## src/verilog/rot_rename_pkg.sv

```systemverilog
// Constants, state types and index helpers shared by the rotating renamer.
////////////////////////////////////////////////////////////////////////////////
// Overview of operation
// - Physical index is architectural number plus the file's rotating base.
// - Bases decrement only on a pipelined loop branch; a legal frame write resets the general base to zero.
// - A decrement shows old X as X+1; the top register wraps to the bottom.
// - Predicates rotate over p16-p63, floats over f32-f127; others never rename.
// - General rotating size is zero or multiple of 8, at most 96.
// - The general rotating region starts at r32 and spans the programmed size.
// - Three independent bases are kept: general, float and predicate.
// - Every loop branch that rotates decrements the float and predicate bases, and the general base when its region is not empty.
// - p16 is the first stage predicate; its value moves to p17 on rotation.
// - Rotating predicate init writes by physical position, ignoring the base.
// - Each branch first decides continuation; that drives predicate and counters.
// - The branch writes p63 before rotating so the value appears in p16.
// - Each branch selectively decrements loop counter or drain counter, never both.
// - Counted and while branch families each apply their own decisions.
// - Counted branch in prolog/kernel rotates, sets p16, decrements loop counter.
// - Counted branch in epilog rotates, clears p16, decrements drain counter.
// - With drain counter at one: decrement it, rotate once more, exit.
// - While branch ignores loop counter, uses its predicate, always clears p16.
package rot_rename_pkg;
  // Register byte offsets on the AXI4-Lite bus.
  localparam logic [7:0] OFS_FRAME = 8'h00;
  localparam logic [7:0] OFS_BASES = 8'h04;
  localparam logic [7:0] OFS_LOOP = 8'h08;
  localparam logic [7:0] OFS_DRAIN = 8'h0C;
  localparam logic [7:0] OFS_BRANCH = 8'h10;
  localparam logic [7:0] OFS_PRED_LO = 8'h14;
  localparam logic [7:0] OFS_PRED_HI = 8'h18;
  localparam logic [7:0] OFS_RENAME = 8'h1C;
  // Field positions.
  localparam int CMD_QP_BIT = 4;
  localparam int REN_FILE_LSB = 8;
  // Region geometry.
  localparam logic [7:0] GR_FIRST = 8'h20;
  localparam logic [7:0] GR_MAX = 8'h60;
  localparam logic [7:0] FR_FIRST = 8'h20;
  localparam logic [7:0] FR_SIZE = 8'h60;
  localparam logic [7:0] PR_FIRST = 8'h10;
  localparam logic [7:0] PR_SIZE = 8'h30;
  localparam logic [7:0] PR_TOP_OFS = 8'h2F;
  // Reset values.
  localparam logic [6:0] RST_GR_SIZE = 7'h00;
  localparam logic [31:0] RST_LOOP = 32'h0;
  localparam logic [5:0] RST_DRAIN = 6'h00;
  localparam logic [47:0] RST_PREDS = 48'h0;
  // Branch kinds and register files.
  localparam logic [1:0] KIND_CTOP = 2'h0;
  localparam logic [1:0] KIND_CEXIT = 2'h1;
  localparam logic [1:0] KIND_WTOP = 2'h2;
  localparam logic [1:0] FILE_GR = 2'h0;
  localparam logic [1:0] FILE_FR = 2'h1;
  localparam logic [1:0] FILE_PR = 2'h2;
  localparam logic [1:0] RESP_OKAY = 2'h0;
  localparam logic [1:0] RESP_SLVERR = 2'h2;

  typedef enum logic [1:0] {WS_IDLE = 2'h1, WS_RESP = 2'h2} wr_state_e;
  typedef enum logic [1:0] {RS_IDLE = 2'h1, RS_DATA = 2'h2} rd_state_e;

  // Offset plus base, wrapped into a region; both inputs are below size.
  function automatic logic [7:0] rot_add(input logic [7:0] ofs,
      input logic [7:0] base, input logic [7:0] size);
    logic [8:0] sum;
    sum = {1'b0, ofs} + {1'b0, base};
    if (sum >= {1'b0, size}) begin
      sum = sum - {1'b0, size};
    end
    return sum[7:0];
  endfunction

  // Base decrement with wrap; an empty region keeps its base at zero.
  function automatic logic [7:0] base_dec(input logic [7:0] base,
      input logic [7:0] size);
    if (size == 8'h00) begin
      return 8'h00;
    end
    return (base == 8'h00) ? size - 8'h01 : base - 8'h01;
  endfunction
endpackage // rot_rename_pkg

```

## src/verilog/rotate_index_map.sv

```systemverilog
// Architectural to physical register index map for the three rotating files.
module rotate_index_map (
  input logic [1:0] file_in,
  input logic [6:0] arch_in,
  input logic [6:0] gr_size_in,
  input logic [6:0] gr_base_in,
  input logic [6:0] fr_base_in,
  input logic [5:0] pr_base_in,
  output logic [6:0] phys_out
);
  logic [7:0] a;
  logic [7:0] res;

  // Only numbers inside a rotating region are renamed; all others pass.
  always_comb begin
    a = {1'b0, arch_in};
    res = a;
    case (file_in)
      rot_rename_pkg::FILE_GR: begin
        if (a >= rot_rename_pkg::GR_FIRST &&
            a < rot_rename_pkg::GR_FIRST + {1'b0, gr_size_in}) begin
          res = rot_rename_pkg::GR_FIRST + rot_rename_pkg::rot_add(
              a - rot_rename_pkg::GR_FIRST, {1'b0, gr_base_in},
              {1'b0, gr_size_in});
        end
      end
      rot_rename_pkg::FILE_FR: begin
        if (a >= rot_rename_pkg::FR_FIRST) begin
          res = rot_rename_pkg::FR_FIRST + rot_rename_pkg::rot_add(
              a - rot_rename_pkg::FR_FIRST, {1'b0, fr_base_in},
              rot_rename_pkg::FR_SIZE);
        end
      end
      rot_rename_pkg::FILE_PR: begin
        if (a >= rot_rename_pkg::PR_FIRST &&
            a < rot_rename_pkg::PR_FIRST + rot_rename_pkg::PR_SIZE) begin
          res = rot_rename_pkg::PR_FIRST + rot_rename_pkg::rot_add(
              a - rot_rename_pkg::PR_FIRST, {2'h0, pr_base_in},
              rot_rename_pkg::PR_SIZE);
        end
      end
      default: res = a;
    endcase
    phys_out = res[6:0];
  end
endmodule // rotate_index_map

```

## src/verilog/rotating_register_renamer.sv

```systemverilog
// Rotating register bases, loop branch updates and their AXI4-Lite slave.
//
// Added by the designer: the AXI4-Lite interface to the registers and the register offsets.
module rotating_register_renamer (
  input logic CLK_SYS_IN,
  input logic SRST_IN,
  input logic CE_IN,
  input logic [7:0] AWADDR_IN,
  input logic AWVALID_IN,
  output logic AWREADY_OUT,
  input logic [31:0] WDATA_IN,
  input logic [3:0] WSTRB_IN,
  input logic WVALID_IN,
  output logic WREADY_OUT,
  output logic [1:0] BRESP_OUT,
  output logic BVALID_OUT,
  input logic BREADY_IN,
  input logic [7:0] ARADDR_IN,
  input logic ARVALID_IN,
  output logic ARREADY_OUT,
  output logic [31:0] RDATA_OUT,
  output logic [1:0] RRESP_OUT,
  output logic RVALID_OUT,
  input logic RREADY_IN
);
  ////////////////////////////////////////////////////////////////////////////
  // Declarations.
  rot_rename_pkg::wr_state_e ws, next_ws;
  rot_rename_pkg::rd_state_e rs, next_rs;
  logic aw_held, next_aw_held, w_held, next_w_held, wr_fire;
  logic [7:0] waddr, next_waddr;
  logic [31:0] wdata, next_wdata;
  logic [3:0] wstrb, next_wstrb;
  logic next_awready, next_wready, next_bvalid, next_arready, next_rvalid;
  logic [1:0] next_bresp, next_rresp;
  logic [31:0] next_rdata, rd_mux;
  logic [6:0] gr_size, next_gr_size, gr_base, next_gr_base;
  logic [6:0] fr_base, next_fr_base;
  logic [5:0] pr_base, next_pr_base;
  logic [31:0] loop_cnt, next_loop_cnt;
  logic [5:0] drain_cnt, next_drain_cnt;
  logic [47:0] preds, next_preds, pr_view;
  logic last_taken, next_last_taken, last_cont, next_last_cont;
  logic [1:0] ren_file, next_ren_file;
  logic [6:0] ren_arch, next_ren_arch, ren_phys;
  logic br_fire, cont, rotate, stage_val;
  logic [1:0] kind;
  logic [7:0] p63_idx, pv_idx;
  logic [31:0] merged;

  // Only aligned words up to the last register answer OKAY.
  function automatic logic addr_ok(input logic [7:0] addr);
    return addr[1:0] == 2'h0 && addr <= rot_rename_pkg::OFS_RENAME;
  endfunction

  // Byte lanes without a strobe keep their old contents.
  function automatic logic [31:0] merge(input logic [31:0] old,
      input logic [31:0] nw, input logic [3:0] strb);
    logic [31:0] res;
    res = old;
    for (int b = 0; b < 4; b++) begin
      if (strb[b]) begin
        res[8*b +: 8] = nw[8*b +: 8];
      end
    end
    return res;
  endfunction

  ////////////////////////////////////////////////////////////////////////////
  // Write channel: address and data are taken in either order, then answered.
  always_comb begin
    next_ws = ws;
    next_aw_held = aw_held;
    next_w_held = w_held;
    next_waddr = waddr;
    next_wdata = wdata;
    next_wstrb = wstrb;
    next_bvalid = BVALID_OUT;
    next_bresp = BRESP_OUT;
    wr_fire = 1'b0;
    case (ws)
      rot_rename_pkg::WS_IDLE: begin
        if (AWVALID_IN && AWREADY_OUT) begin
          next_aw_held = 1'b1;
          next_waddr = AWADDR_IN;
        end
        if (WVALID_IN && WREADY_OUT) begin
          next_w_held = 1'b1;
          next_wdata = WDATA_IN;
          next_wstrb = WSTRB_IN;
        end
        if (next_aw_held && next_w_held) begin
          wr_fire = 1'b1;
          next_aw_held = 1'b0;
          next_w_held = 1'b0;
          next_bvalid = 1'b1;
          next_bresp = addr_ok(next_waddr) ? rot_rename_pkg::RESP_OKAY :
                       rot_rename_pkg::RESP_SLVERR;
          next_ws = rot_rename_pkg::WS_RESP;
        end
      end
      rot_rename_pkg::WS_RESP: begin
        if (BREADY_IN) begin
          next_bvalid = 1'b0;
          next_ws = rot_rename_pkg::WS_IDLE;
        end
      end
      default: next_ws = rot_rename_pkg::WS_IDLE;
    endcase
    // Ready flops are computed from next state so they stay exact.
    next_awready = next_ws == rot_rename_pkg::WS_IDLE && !next_aw_held;
    next_wready = next_ws == rot_rename_pkg::WS_IDLE && !next_w_held;
  end

  // Write channel registers; a low clock enable freezes them.
  always_ff @(posedge CLK_SYS_IN) begin
    if (SRST_IN) begin
      ws <= rot_rename_pkg::WS_IDLE;
      aw_held <= 1'b0;
      w_held <= 1'b0;
      waddr <= 8'h00;
      wdata <= 32'h0;
      wstrb <= 4'h0;
      AWREADY_OUT <= 1'b0;
      WREADY_OUT <= 1'b0;
      BVALID_OUT <= 1'b0;
      BRESP_OUT <= rot_rename_pkg::RESP_OKAY;
    end else if (CE_IN) begin
      ws <= next_ws;
      aw_held <= next_aw_held;
      w_held <= next_w_held;
      waddr <= next_waddr;
      wdata <= next_wdata;
      wstrb <= next_wstrb;
      AWREADY_OUT <= next_awready;
      WREADY_OUT <= next_wready;
      BVALID_OUT <= next_bvalid;
      BRESP_OUT <= next_bresp;
    end
  end

  ////////////////////////////////////////////////////////////////////////////
  // Read channel: the word is sampled on the address handshake.
  always_comb begin
    next_rs = rs;
    next_rvalid = RVALID_OUT;
    next_rdata = RDATA_OUT;
    next_rresp = RRESP_OUT;
    case (rs)
      rot_rename_pkg::RS_IDLE: begin
        if (ARVALID_IN && ARREADY_OUT) begin
          next_rvalid = 1'b1;
          next_rdata = addr_ok(ARADDR_IN) ? rd_mux : 32'h0;
          next_rresp = addr_ok(ARADDR_IN) ? rot_rename_pkg::RESP_OKAY :
                       rot_rename_pkg::RESP_SLVERR;
          next_rs = rot_rename_pkg::RS_DATA;
        end
      end
      rot_rename_pkg::RS_DATA: begin
        if (RREADY_IN) begin
          next_rvalid = 1'b0;
          next_rs = rot_rename_pkg::RS_IDLE;
        end
      end
      default: next_rs = rot_rename_pkg::RS_IDLE;
    endcase
    next_arready = next_rs == rot_rename_pkg::RS_IDLE;
  end

  // Read channel registers.
  always_ff @(posedge CLK_SYS_IN) begin
    if (SRST_IN) begin
      rs <= rot_rename_pkg::RS_IDLE;
      ARREADY_OUT <= 1'b0;
      RVALID_OUT <= 1'b0;
      RDATA_OUT <= 32'h0;
      RRESP_OUT <= rot_rename_pkg::RESP_OKAY;
    end else if (CE_IN) begin
      rs <= next_rs;
      ARREADY_OUT <= next_arready;
      RVALID_OUT <= next_rvalid;
      RDATA_OUT <= next_rdata;
      RRESP_OUT <= next_rresp;
    end
  end

  ////////////////////////////////////////////////////////////////////////////
  // Rename lookup for the rename window register.
  rotate_index_map u_map (
    .file_in(ren_file),
    .arch_in(ren_arch),
    .gr_size_in(gr_size),
    .gr_base_in(gr_base),
    .fr_base_in(fr_base),
    .pr_base_in(pr_base),
    .phys_out(ren_phys)
  );

  // Readback: predicates are shown by architectural number, through the base.
  always_comb begin
    pv_idx = 8'h00;
    for (int i = 0; i < 48; i++) begin
      pv_idx = rot_rename_pkg::rot_add(8'(i), {2'h0, pr_base},
                                       rot_rename_pkg::PR_SIZE);
      pr_view[i] = preds[pv_idx[5:0]];
    end
    case (ARADDR_IN)
      rot_rename_pkg::OFS_FRAME: rd_mux = {25'h0, gr_size};
      rot_rename_pkg::OFS_BASES:
        rd_mux = {10'h0, pr_base, 1'b0, fr_base, 1'b0, gr_base};
      rot_rename_pkg::OFS_LOOP: rd_mux = loop_cnt;
      rot_rename_pkg::OFS_DRAIN: rd_mux = {26'h0, drain_cnt};
      rot_rename_pkg::OFS_BRANCH: rd_mux = {30'h0, last_cont, last_taken};
      rot_rename_pkg::OFS_PRED_LO: rd_mux = pr_view[31:0];
      rot_rename_pkg::OFS_PRED_HI: rd_mux = {16'h0, pr_view[47:32]};
      rot_rename_pkg::OFS_RENAME:
        rd_mux = {9'h0, ren_arch, 6'h0, ren_file, 1'b0, ren_phys};
      default: rd_mux = 32'h0;
    endcase
  end

  ////////////////////////////////////////////////////////////////////////////
  // Loop branch execution and register writes. Writing the branch register
  // is the only event that decrements a base, so plain accesses never rotate.
  always_comb begin
    next_gr_size = gr_size;
    next_gr_base = gr_base;
    next_fr_base = fr_base;
    next_pr_base = pr_base;
    next_loop_cnt = loop_cnt;
    next_drain_cnt = drain_cnt;
    next_preds = preds;
    next_last_taken = last_taken;
    next_last_cont = last_cont;
    next_ren_file = ren_file;
    next_ren_arch = ren_arch;
    cont = 1'b0;
    rotate = 1'b0;
    stage_val = 1'b0;
    kind = next_wdata[1:0];
    merged = 32'h0;
    p63_idx = rot_rename_pkg::rot_add(rot_rename_pkg::PR_TOP_OFS,
        {2'h0, pr_base}, rot_rename_pkg::PR_SIZE);
    br_fire = wr_fire && next_waddr == rot_rename_pkg::OFS_BRANCH &&
              next_wstrb[0] && kind != 2'h3;
    if (br_fire) begin
      // The continue decision comes first and steers everything else.
      if (kind == rot_rename_pkg::KIND_WTOP ?
          next_wdata[rot_rename_pkg::CMD_QP_BIT] :
          loop_cnt != 32'h0) begin
        cont = 1'b1;
        rotate = 1'b1;
        stage_val = kind != rot_rename_pkg::KIND_WTOP;
        if (kind != rot_rename_pkg::KIND_WTOP) begin
          next_loop_cnt = loop_cnt - 32'h1;
        end
      end else if (drain_cnt > 6'h01) begin
        cont = 1'b1;
        rotate = 1'b1;
        next_drain_cnt = drain_cnt - 6'h01;
      end else if (drain_cnt == 6'h01) begin
        rotate = 1'b1;
        next_drain_cnt = 6'h00;
      end
      // The exit form is taken when the loop does not continue.
      next_last_taken = (kind == rot_rename_pkg::KIND_CEXIT) ? !cont : cont;
      next_last_cont = cont;
    end
    if (rotate) begin
      // p63 is written before the decrement, so it shows up as p16.
      next_preds[p63_idx[5:0]] = stage_val;
      next_gr_base = 7'(rot_rename_pkg::base_dec({1'b0, gr_base},
          {1'b0, gr_size}));
      next_fr_base = 7'(rot_rename_pkg::base_dec({1'b0, fr_base},
          rot_rename_pkg::FR_SIZE));
      next_pr_base = 6'(rot_rename_pkg::base_dec({2'h0, pr_base},
          rot_rename_pkg::PR_SIZE));
    end
    if (wr_fire) begin
      case (next_waddr)
        rot_rename_pkg::OFS_FRAME: begin
          merged = merge({25'h0, gr_size}, next_wdata, next_wstrb);
          // An illegal size is dropped; a legal one restarts the region.
          if (merged[31:7] == 25'h0 && merged[2:0] == 3'h0 &&
              merged[7:0] <= rot_rename_pkg::GR_MAX) begin
            next_gr_size = merged[6:0];
            next_gr_base = 7'h00;
          end
        end
        rot_rename_pkg::OFS_LOOP:
          next_loop_cnt = merge(loop_cnt, next_wdata, next_wstrb);
        rot_rename_pkg::OFS_DRAIN: begin
          merged = merge({26'h0, drain_cnt}, next_wdata, next_wstrb);
          next_drain_cnt = merged[5:0];
        end
        rot_rename_pkg::OFS_PRED_LO: begin
          merged = merge(preds[31:0], next_wdata, next_wstrb);
          next_preds[31:0] = merged;
        end
        rot_rename_pkg::OFS_PRED_HI: begin
          merged = merge({16'h0, preds[47:32]}, next_wdata, next_wstrb);
          next_preds[47:32] = merged[15:0];
        end
        rot_rename_pkg::OFS_RENAME: begin
          merged = merge({22'h0, ren_file, 1'b0, ren_arch}, next_wdata,
                         next_wstrb);
          next_ren_file = merged[rot_rename_pkg::REN_FILE_LSB +: 2];
          next_ren_arch = merged[6:0];
        end
        default: merged = 32'h0;
      endcase
    end
  end

  // Renamer state registers.
  always_ff @(posedge CLK_SYS_IN) begin
    if (SRST_IN) begin
      gr_size <= rot_rename_pkg::RST_GR_SIZE;
      gr_base <= 7'h00;
      fr_base <= 7'h00;
      pr_base <= 6'h00;
      loop_cnt <= rot_rename_pkg::RST_LOOP;
      drain_cnt <= rot_rename_pkg::RST_DRAIN;
      preds <= rot_rename_pkg::RST_PREDS;
      last_taken <= 1'b0;
      last_cont <= 1'b0;
      ren_file <= rot_rename_pkg::FILE_GR;
      ren_arch <= 7'h00;
    end else if (CE_IN) begin
      gr_size <= next_gr_size;
      gr_base <= next_gr_base;
      fr_base <= next_fr_base;
      pr_base <= next_pr_base;
      loop_cnt <= next_loop_cnt;
      drain_cnt <= next_drain_cnt;
      preds <= next_preds;
      last_taken <= next_last_taken;
      last_cont <= next_last_cont;
      ren_file <= next_ren_file;
      ren_arch <= next_ren_arch;
    end
  end

  logic fire_ce, ctd;
  assign fire_ce = br_fire && CE_IN;
  assign ctd = kind != rot_rename_pkg::KIND_WTOP;
endmodule // rotating_register_renamer

```

## config.mk

```make
export PLATFORM = sky130hd
export DESIGN_NAME = rotating_register_renamer
export DESIGN_NICKNAME = d
export VERILOG_FILES = /design/src/verilog/rot_rename_pkg.sv /design/src/verilog/rotate_index_map.sv /design/src/verilog/rotating_register_renamer.sv
export SDC_FILE = /design/constraint.sdc
export NUM_CORES = 1
export LEC_CHECK = 0
export BUFFER_PORTS_ARGS = -buffer_cell sky130_fd_sc_hd__buf_2
export CAP_MARGIN = 10
export CORE_ASPECT_RATIO = 1.1
export CORE_UTILIZATION = 35
export CTS_CLUSTER_DIAMETER = 150
export DETAILED_ROUTE_END_ITERATION = 12
export GPL_TIMING_DRIVEN = 0
export HOLD_SLACK_MARGIN = 0.1
export PLACE_DENSITY = 0.48
export RECOVER_POWER = 100
export REMOVE_ABC_BUFFERS = 1
export SKIP_CTS_REPAIR_TIMING = 1
export SYNTH_ARGS = -nofsm -noshare
export SYNTH_HDL_FRONTEND = slang
export SYNTH_SLANG_ARGS = --single-unit
```

## constraint.sdc

```tcl
create_clock -name CLK_SYS_IN -period 7.1 [get_ports CLK_SYS_IN]
set_input_delay 0.355 -clock CLK_SYS_IN [delete_from_list [all_inputs] [get_ports CLK_SYS_IN]]
set_output_delay 0.355 -clock CLK_SYS_IN [all_outputs]
set_load 0.01 [all_outputs]
```

# --- Word-level counts from Yosys, hierarchy flattened ---
# Index checks and enable logic that the tools add are counted.
word_totals:
  reg_bits: 215
  latch_bits: 0
  ramBits: 0
  mem_bits_ro: 0
  out_inout_bits: 41
  wordCells: 596
  n_memories: 0
classes:
  n_addsub: 113
  mul: 0
  n_div: 0
  order_cmp: 108
  n_eq_ne: 41
  n_shift: 0
  muxes: 247
  bitwise: 0
  n_reduce_logical: 53
op_table:
  columns: ["cell", "n"]
  rows:
  - ["$ge A7 B6 Y1 const B", 48]
  - ["$lt A6 B7 Y1 const B", 48]
  - ["$mux W6", 56]
  - ["$bmux W1 S6", 48]
  - ["$mux W32", 9]
  - ["$sub A6 B6 Y6 const B", 48]
  - ["$pmux W32 S8", 1]
  - ["$mux W8", 19]
  - ["$mux W7", 20]
  - ["$add A5 B6 Y7 const A", 16]
  - ["$add A6 B6 Y7 const A", 16]
  - ["$mux W48", 2]
  - ["$mux W1", 76]
  - ["$eq A8 B5 Y1 const B", 8]
  - ["$add A4 B6 Y7 const A", 8]
  - ["$bwmux W48", 1]
  - ["$ne A3 B3 Y1 const B", 11]
  - ["$eq A8 B4 Y1 const B", 4]
  - ["$reduce_bool A32 Y1", 1]
  - ["$sub A32 B1 Y32 const B", 1]
  - ["$add A3 B6 Y7 const A", 4]
  - ["$reduce_and A2 Y1", 13]
  - ["$logic_not A25 Y1", 1]
  - ["$logic_not A7 Y1", 3]
  - ["46 further kinds", 100]

# --- Depth between registers and ports, before layout ---
depth:
  ltp_word: 16
  depth_mapped: 20
  ltp_nobuf: 20

# --- Hierarchy ---
# A second synthesis with hierarchy kept.
unflattened:
  cells_unflattened: 2892
  hier_area_um2: 22113.7
modules_own_cells:
  columns: ["module", "n_inst", "cells_each", "area_each_um2"]
  rows:
  - ["rotating_register_renamer", 1, 2581, 19879.1]
  - ["rotate_index_map", 1, 311, 2234.6]

# --- Least setup slack after synthesis ---
# Ideal clock, no wire load.
synth_path:
  path_type: "reg-to-reg"
  startpoint: "register pr_base[1]"
  endpoint: "register preds[7]"
  setup_time_ps: 95
  arrival_time_ps: 4904
  required_time_ps: 7005
  setup_slack_ps: 2100
  stages_incl_launch_ff: 18
  n_path_buf: 4
  period_less_slack_ps: 5000
  path_cell_list: "dfxtp_1 -> clkbuf_1 -> clkbuf_1 -> clkbuf_1 -> inv_1 -> ha_1 -> a21bo_2 -> clkbuf_1 -> a21oi_1 -> xnor2_1 -> ha_1 -> inv_1 -> o31ai_1 -> mux2i_1 -> nand2_1 -> nor3_1 -> a21oi_1 -> a221oi_1"
synth_between:
  elab_chain_len: 11
synth_rtl:
  columns: ["item", "line", "rtl"]
  rows:
  - ["start, declared", "rotating_register_renamer.sv:39", "logic [5:0] pr_base, next_pr_base;"]
  - ["start signal, assigned", "rotating_register_renamer.sv:333", "pr_base <= next_pr_base;"]
  - ["$add A6 B6 Y7 *", "rot_rename_pkg.sv:65", "sum = {1'b0, ofs} + {1'b0, base};"]
  - ["$sub A6 B6 Y6 / $ge A7 B6 Y1 (equally long branches)", "rot_rename_pkg.sv:67, rot_rename_pkg.sv:66", null]
  - ["$mux W6 *", "rot_rename_pkg.sv:66", "if (sum >= {1'b0, size}) begin"]
  - ["$lt A6 B7 Y1 (implied by the code) / $ge A6 B1 Y1 (equally long branches)", "rotating_register_renamer.sv:271", "next_preds[p63_idx[5:0]] = stage_val;"]
  - ["$logic_and A1 B1 Y1 (implied by the code)", "rotating_register_renamer.sv:271", null]
  - ["$mux W1 (implied by the code)", "rotating_register_renamer.sv:271", null]
  - ["$demux W1 S6 *", "rotating_register_renamer.sv:271", null]
  - ["$bwmux W48 *", "rotating_register_renamer.sv:271", null]
  - ["$mux W48 *", "rotating_register_renamer.sv:269", "if (rotate) begin"]
  - ["$mux W32", "rotating_register_renamer.sv:280", "case (next_waddr)"]
  - ["$mux W48 *", "rotating_register_renamer.sv:279", "if (wr_fire) begin"]
  - ["end signal, assigned", "rotating_register_renamer.sv:324", "preds <= rot_rename_pkg::RST_PREDS;"]
  - ["end signal, assigned", "rotating_register_renamer.sv:336", "preds <= next_preds;"]
  - ["end, declared", "rotating_register_renamer.sv:42", "logic [47:0] preds, next_preds, pr_view;"]
# Every way passes the cells marked *; elsewhere a longest branch is shown, timed or not.
# A chain may end at the register's enable or synchronous reset.

# --- Worst setup path in the final report ---
layout_path:
  startpoint: "register pr_base[3]"
  endpoint: "register preds[41]"
layout_between:
  elab_chain_len: 11
layout_rtl:
  columns: ["item", "line"]
  rows:
  - ["$add A6 B6 Y7 *", "rot_rename_pkg.sv:65"]
  - ["$sub A6 B6 Y6 / $ge A7 B6 Y1 (equally long branches)", "rot_rename_pkg.sv:67, rot_rename_pkg.sv:66"]
  - ["$mux W6 *", "rot_rename_pkg.sv:66"]
  - ["$lt A6 B7 Y1 (implied by the code) / $ge A6 B1 Y1 (equally long branches)", "rotating_register_renamer.sv:271"]
  - ["$logic_and A1 B1 Y1 (implied by the code)", "rotating_register_renamer.sv:271"]
  - ["$mux W1 (implied by the code)", "rotating_register_renamer.sv:271"]
  - ["$demux W1 S6 *", "rotating_register_renamer.sv:271"]
  - ["$bwmux W48 *", "rotating_register_renamer.sv:271"]
  - ["$mux W48 *", "rotating_register_renamer.sv:269"]
  - ["$mux W16", "rotating_register_renamer.sv:280"]
  - ["$mux W48 *", "rotating_register_renamer.sv:279"]
# Marked as above.

==> flow_metrics.env <==
export IMPL_p_sw_uw=810
export IMPL_place_area_mm2=0.0224
export IMPL_cp_cell_sequence="clkinv_1 > ha_1 > nand2_1 > xnor2_1 > inv_1 > ha_1 > inv_1 > o31ai_1 > mux2i_1 > nand2_1 > nor3_1 > a21oi_1 > a221oi_1"
export IMPL_relSlewSlack_pct=-49.9
export IMPL_synth_edf_count=0
export IMPL_setup_violations=0
export IMPL_synth_compound_area_share_pct=28.3
export IMPL_worst_path_max_fanout=29
export IMPL_cap_violations=4
export IMPL_synth_warnings=0
export IMPL_switching_share_pct=26.8
export IMPL_p_total_uw=3020
export IMPL_cts_inserted_buffers=29
export IMPL_p_leak_uw=0.00811
export IMPL_crit_required_ns=7.58
export IMPL_cts_tree="done"
export IMPL_synth_top_family_by_area="compound AO/OA/AOI/OAI gates"
export IMPL_wl_per_cell_um=25.4
export IMPL_initial_core_util_pct=35.4
export IMPL_rsz0062_at_grt="false"
export IMPL_drtIter0Drc=2236
export IMPL_via_count=22580
export IMPL_critPathSlowestCell="clkinv_1"
export IMPL_critical_path_max_stage_delay_ns=0.94
export IMPL_peakVddDrop_uv=158
export IMPL_die_area_mm2=0.0614
export IMPL_antenna_left=0
export IMPL_core_mm2=0.0597
export IMPL_io_buffer_count=98
export IMPL_p_int_uw=2210
export IMPL_path_class="reg -> reg"
export IMPL_rows=94
export IMPL_ys_top_cells_by_area="dfxtp_1, mux4_2, ha_1, mux2i_1, o21ai_0"
export IMPL_ys_flop_type="dfxtp_1"
export IMPL_synth_simple_area_share_pct=20.2
export IMPL_nets=2914
export IMPL_hpwl_um=66600
export IMPL_worst_slew_pin_slew_ns=2.25
export IMPL_die_w_um=236
export IMPL_fmaxAchievable_mhz=155
export IMPL_postSynthAreaPerCell_um2=7.70
export IMPL_crit_family="simple AND/OR/NAND/NOR gates"
export IMPL_ys_ff_latch=213
export IMPL_clkTransAtPathRegs_ns=0.06
export IMPL_synthMuxAreaShare_pct=15.9
export IMPL_via_per_inst=6.40
export IMPL_synth_top_cell_by_area="dfxtp_1"
export IMPL_n_antenna_cell=0
export IMPL_clock_sinks=213
export IMPL_async_flop_share_pct=0
export IMPL_combPwrFrac_pct=7.7
export IMPL_synthToLayoutAreaGrowth_pct=10.8
export IMPL_antenna_found_initial=1
export IMPL_clockBufferDepth=3
export IMPL_whs_ns=0.126
export IMPL_grt_overflow=0
export IMPL_synth_seq_area_share_pct=20.2
export IMPL_synthAdderAreaFrac_pct=6.95
export IMPL_finalHoldViolCount=0
export IMPL_p_per_area_mw_per_mm2=129
export IMPL_yosys_area_share_xor_xnor_pct=3.68
export IMPL_syn_inst=2747
export IMPL_p_clk_share_pct=51.8
export IMPL_fin_crit_sh_pct=91.0
export IMPL_cp_data_arrival_time_ns=6.94
export IMPL_status="finished, violations left"
export IMPL_drive_above_1_share_pct=9.97
export IMPL_routed_wl_um=89500
export IMPL_root_buffer="clkbuf_16"
export IMPL_synth_cell_types=90
export IMPL_fin_area_mm2=0.0234
export IMPL_hp_class="in -> reg"
export IMPL_netlist_area_mm2=0.0211
export IMPL_drtPass1Iterations=7
export IMPL_grt_max_degree=138
export IMPL_maxSlewViolCount=168
export IMPL_boundaryPins=101
export IMPL_route_detailed_drc=0
export IMPL_gp_congestion=0.916
export IMPL_die_h_um=260
export IMPL_grt_pass1_vias=20864
export IMPL_grt_use_total_pct=28.1
export IMPL_cp_start_kind="flop"
export IMPL_fin_skew_ns=0.0224
export IMPL_grt_first_pass_wirelength_um=133000
export IMPL_final_min_clock_period_ns=6.46
export IMPL_end_kind="flop"
export IMPL_h_tree_depth=1
export IMPL_insertion_delay_ns=0.61
export IMPL_cp_num_buf_inv=3
export IMPL_seqPwrFrac_pct=40.6
export IMPL_violations="capacitance limit, slew limit"
export IMPL_yosys_area_top_type_share_pct=20.2
==> through the flow <==
stage	std cells	worst slack, ns	utilization, %	setup TNS, ns
finish	3527	0.642	39.2	0
global route	3527	0.270	39.2	0
CTS	3511	0.787	39.2	0
detailed placement	3460	0.821	37.5	0
global placement	3433	-2.54	36.6	-133.31
floorplan	2567	0.488	-	0
==> cell families after synthesis <==
kind of cell | Yosys count
flip-flops | 213
multiplexers | 232
AND/OR/NAND/NOR | 918
AO/OA/AOI/OAI | 915
other | 1
buffers and inverters | 265
XOR/XNOR | 88
adder cells (fa/ha/maj) | 115
==> routing by layer <==
layer | vias to the layer above | wire length (µm) | part of all wire (%) | track usage, %
li1 | 10416 | - | - | -
met1 | 11068 | 38200 | 43 | 37.7
met2 | 940 | 41100 | 46 | 45.9
met3 | 156 | 6170 | 6.9 | 2.91
met4 | 0 | 4040 | 4.5 | 12.2
met5 | - | 0 | 0 | 0
==> sequential cells by signal, summed over array words and instances (netlist names), 2 cells and up <==
name and flops:
rs 2, wdata 32, waddr 8, gr_size 7, preds 48, gr_base 7
RDATA_OUT 32, ren_file 2, drain_cnt 6, fr_base 7, loop_cnt 32, ren_arch 7
ws 2, pr_base 6, wstrb 4
==> cells in the mapped netlist, types with 12 or more instances <==
master and number:
nand2_1 304, nor2_1 258, o21ai_0 238, a21oi_1 229, dfxtp_1 213, clkbuf_1 148
mux2i_1 125, ha_1 111, a221oi_1 85, nand3_1 83, mux4_2 81, inv_1 77
xnor2_1 76, nor3_1 63, a211oi_1 60, a31oi_1 48, nand4_1 31, nor4_1 29
mux2_2 26, a22oi_1 25, nand2b_1 24, a21o_1 22, nor2b_1 22, o211ai_1 21
buf_1 19, or3_1 19, and2_1 17, o31ai_1 16, a311oi_1 15, o22ai_1 14
buf_2 12
==> tightest hold or removal path, cell delays in order <==
cell	delay [ns]
buf_2	0.11
nand3_1	0.08
a21oi_1	0.06
nor2_1	0.07
==> cell type report <==
| class | count | area [µm²] |
|---|---|---|
| flip-flops and latches | 213 | 4270 |
| inverters | 84 | 315 |
| multi-input cells | 2270 | 15900 |
| repair buffers | 141 | 1020 |
| clock buffers | 40 | 868 |
| well taps | 768 | 961 |
| fillers | 6267 | 36300 |
| clock inverters | 11 | 130 |
==> power by group through the flow <==
stage          Sequential (µW)  Combinational, µW  Clock [µW]
2_1_floorplan             1250                110           0
3_3_place_gp              1250                219           0
3_5_place_dp              1250                228           0
4_1_cts                   1220                229        1580
5_1_grt                   1230                253        1630
6_report                  1220                232        1560
==> final timing paths <==
path              start         end  slack (ns)  depth (start not counted)
max          pr_base[3]   preds[41]        0.64                         13
min           BREADY_IN  BVALID_OUT        0.13                          4
max reg2reg  pr_base[3]   preds[41]        0.64                         13
min reg2reg    wdata[7]    wdata[7]        0.45                          2
==> layout by cell type, fill, tap and decap left out, drive strengths merged, types with 60 or more instances in the layout <==
cell type and instances:
a211oi 60, o21ai 240, buf 83, a221oi 85
nor2 258, nand3 84, nor3 66, mux2i 125
ha 111, a21oi 230, inv 78, xnor2 77
clkbuf 85, nand2 304, mux4 81, dfxtp 213
Note: power is estimated with default switching activity, not from simulation.
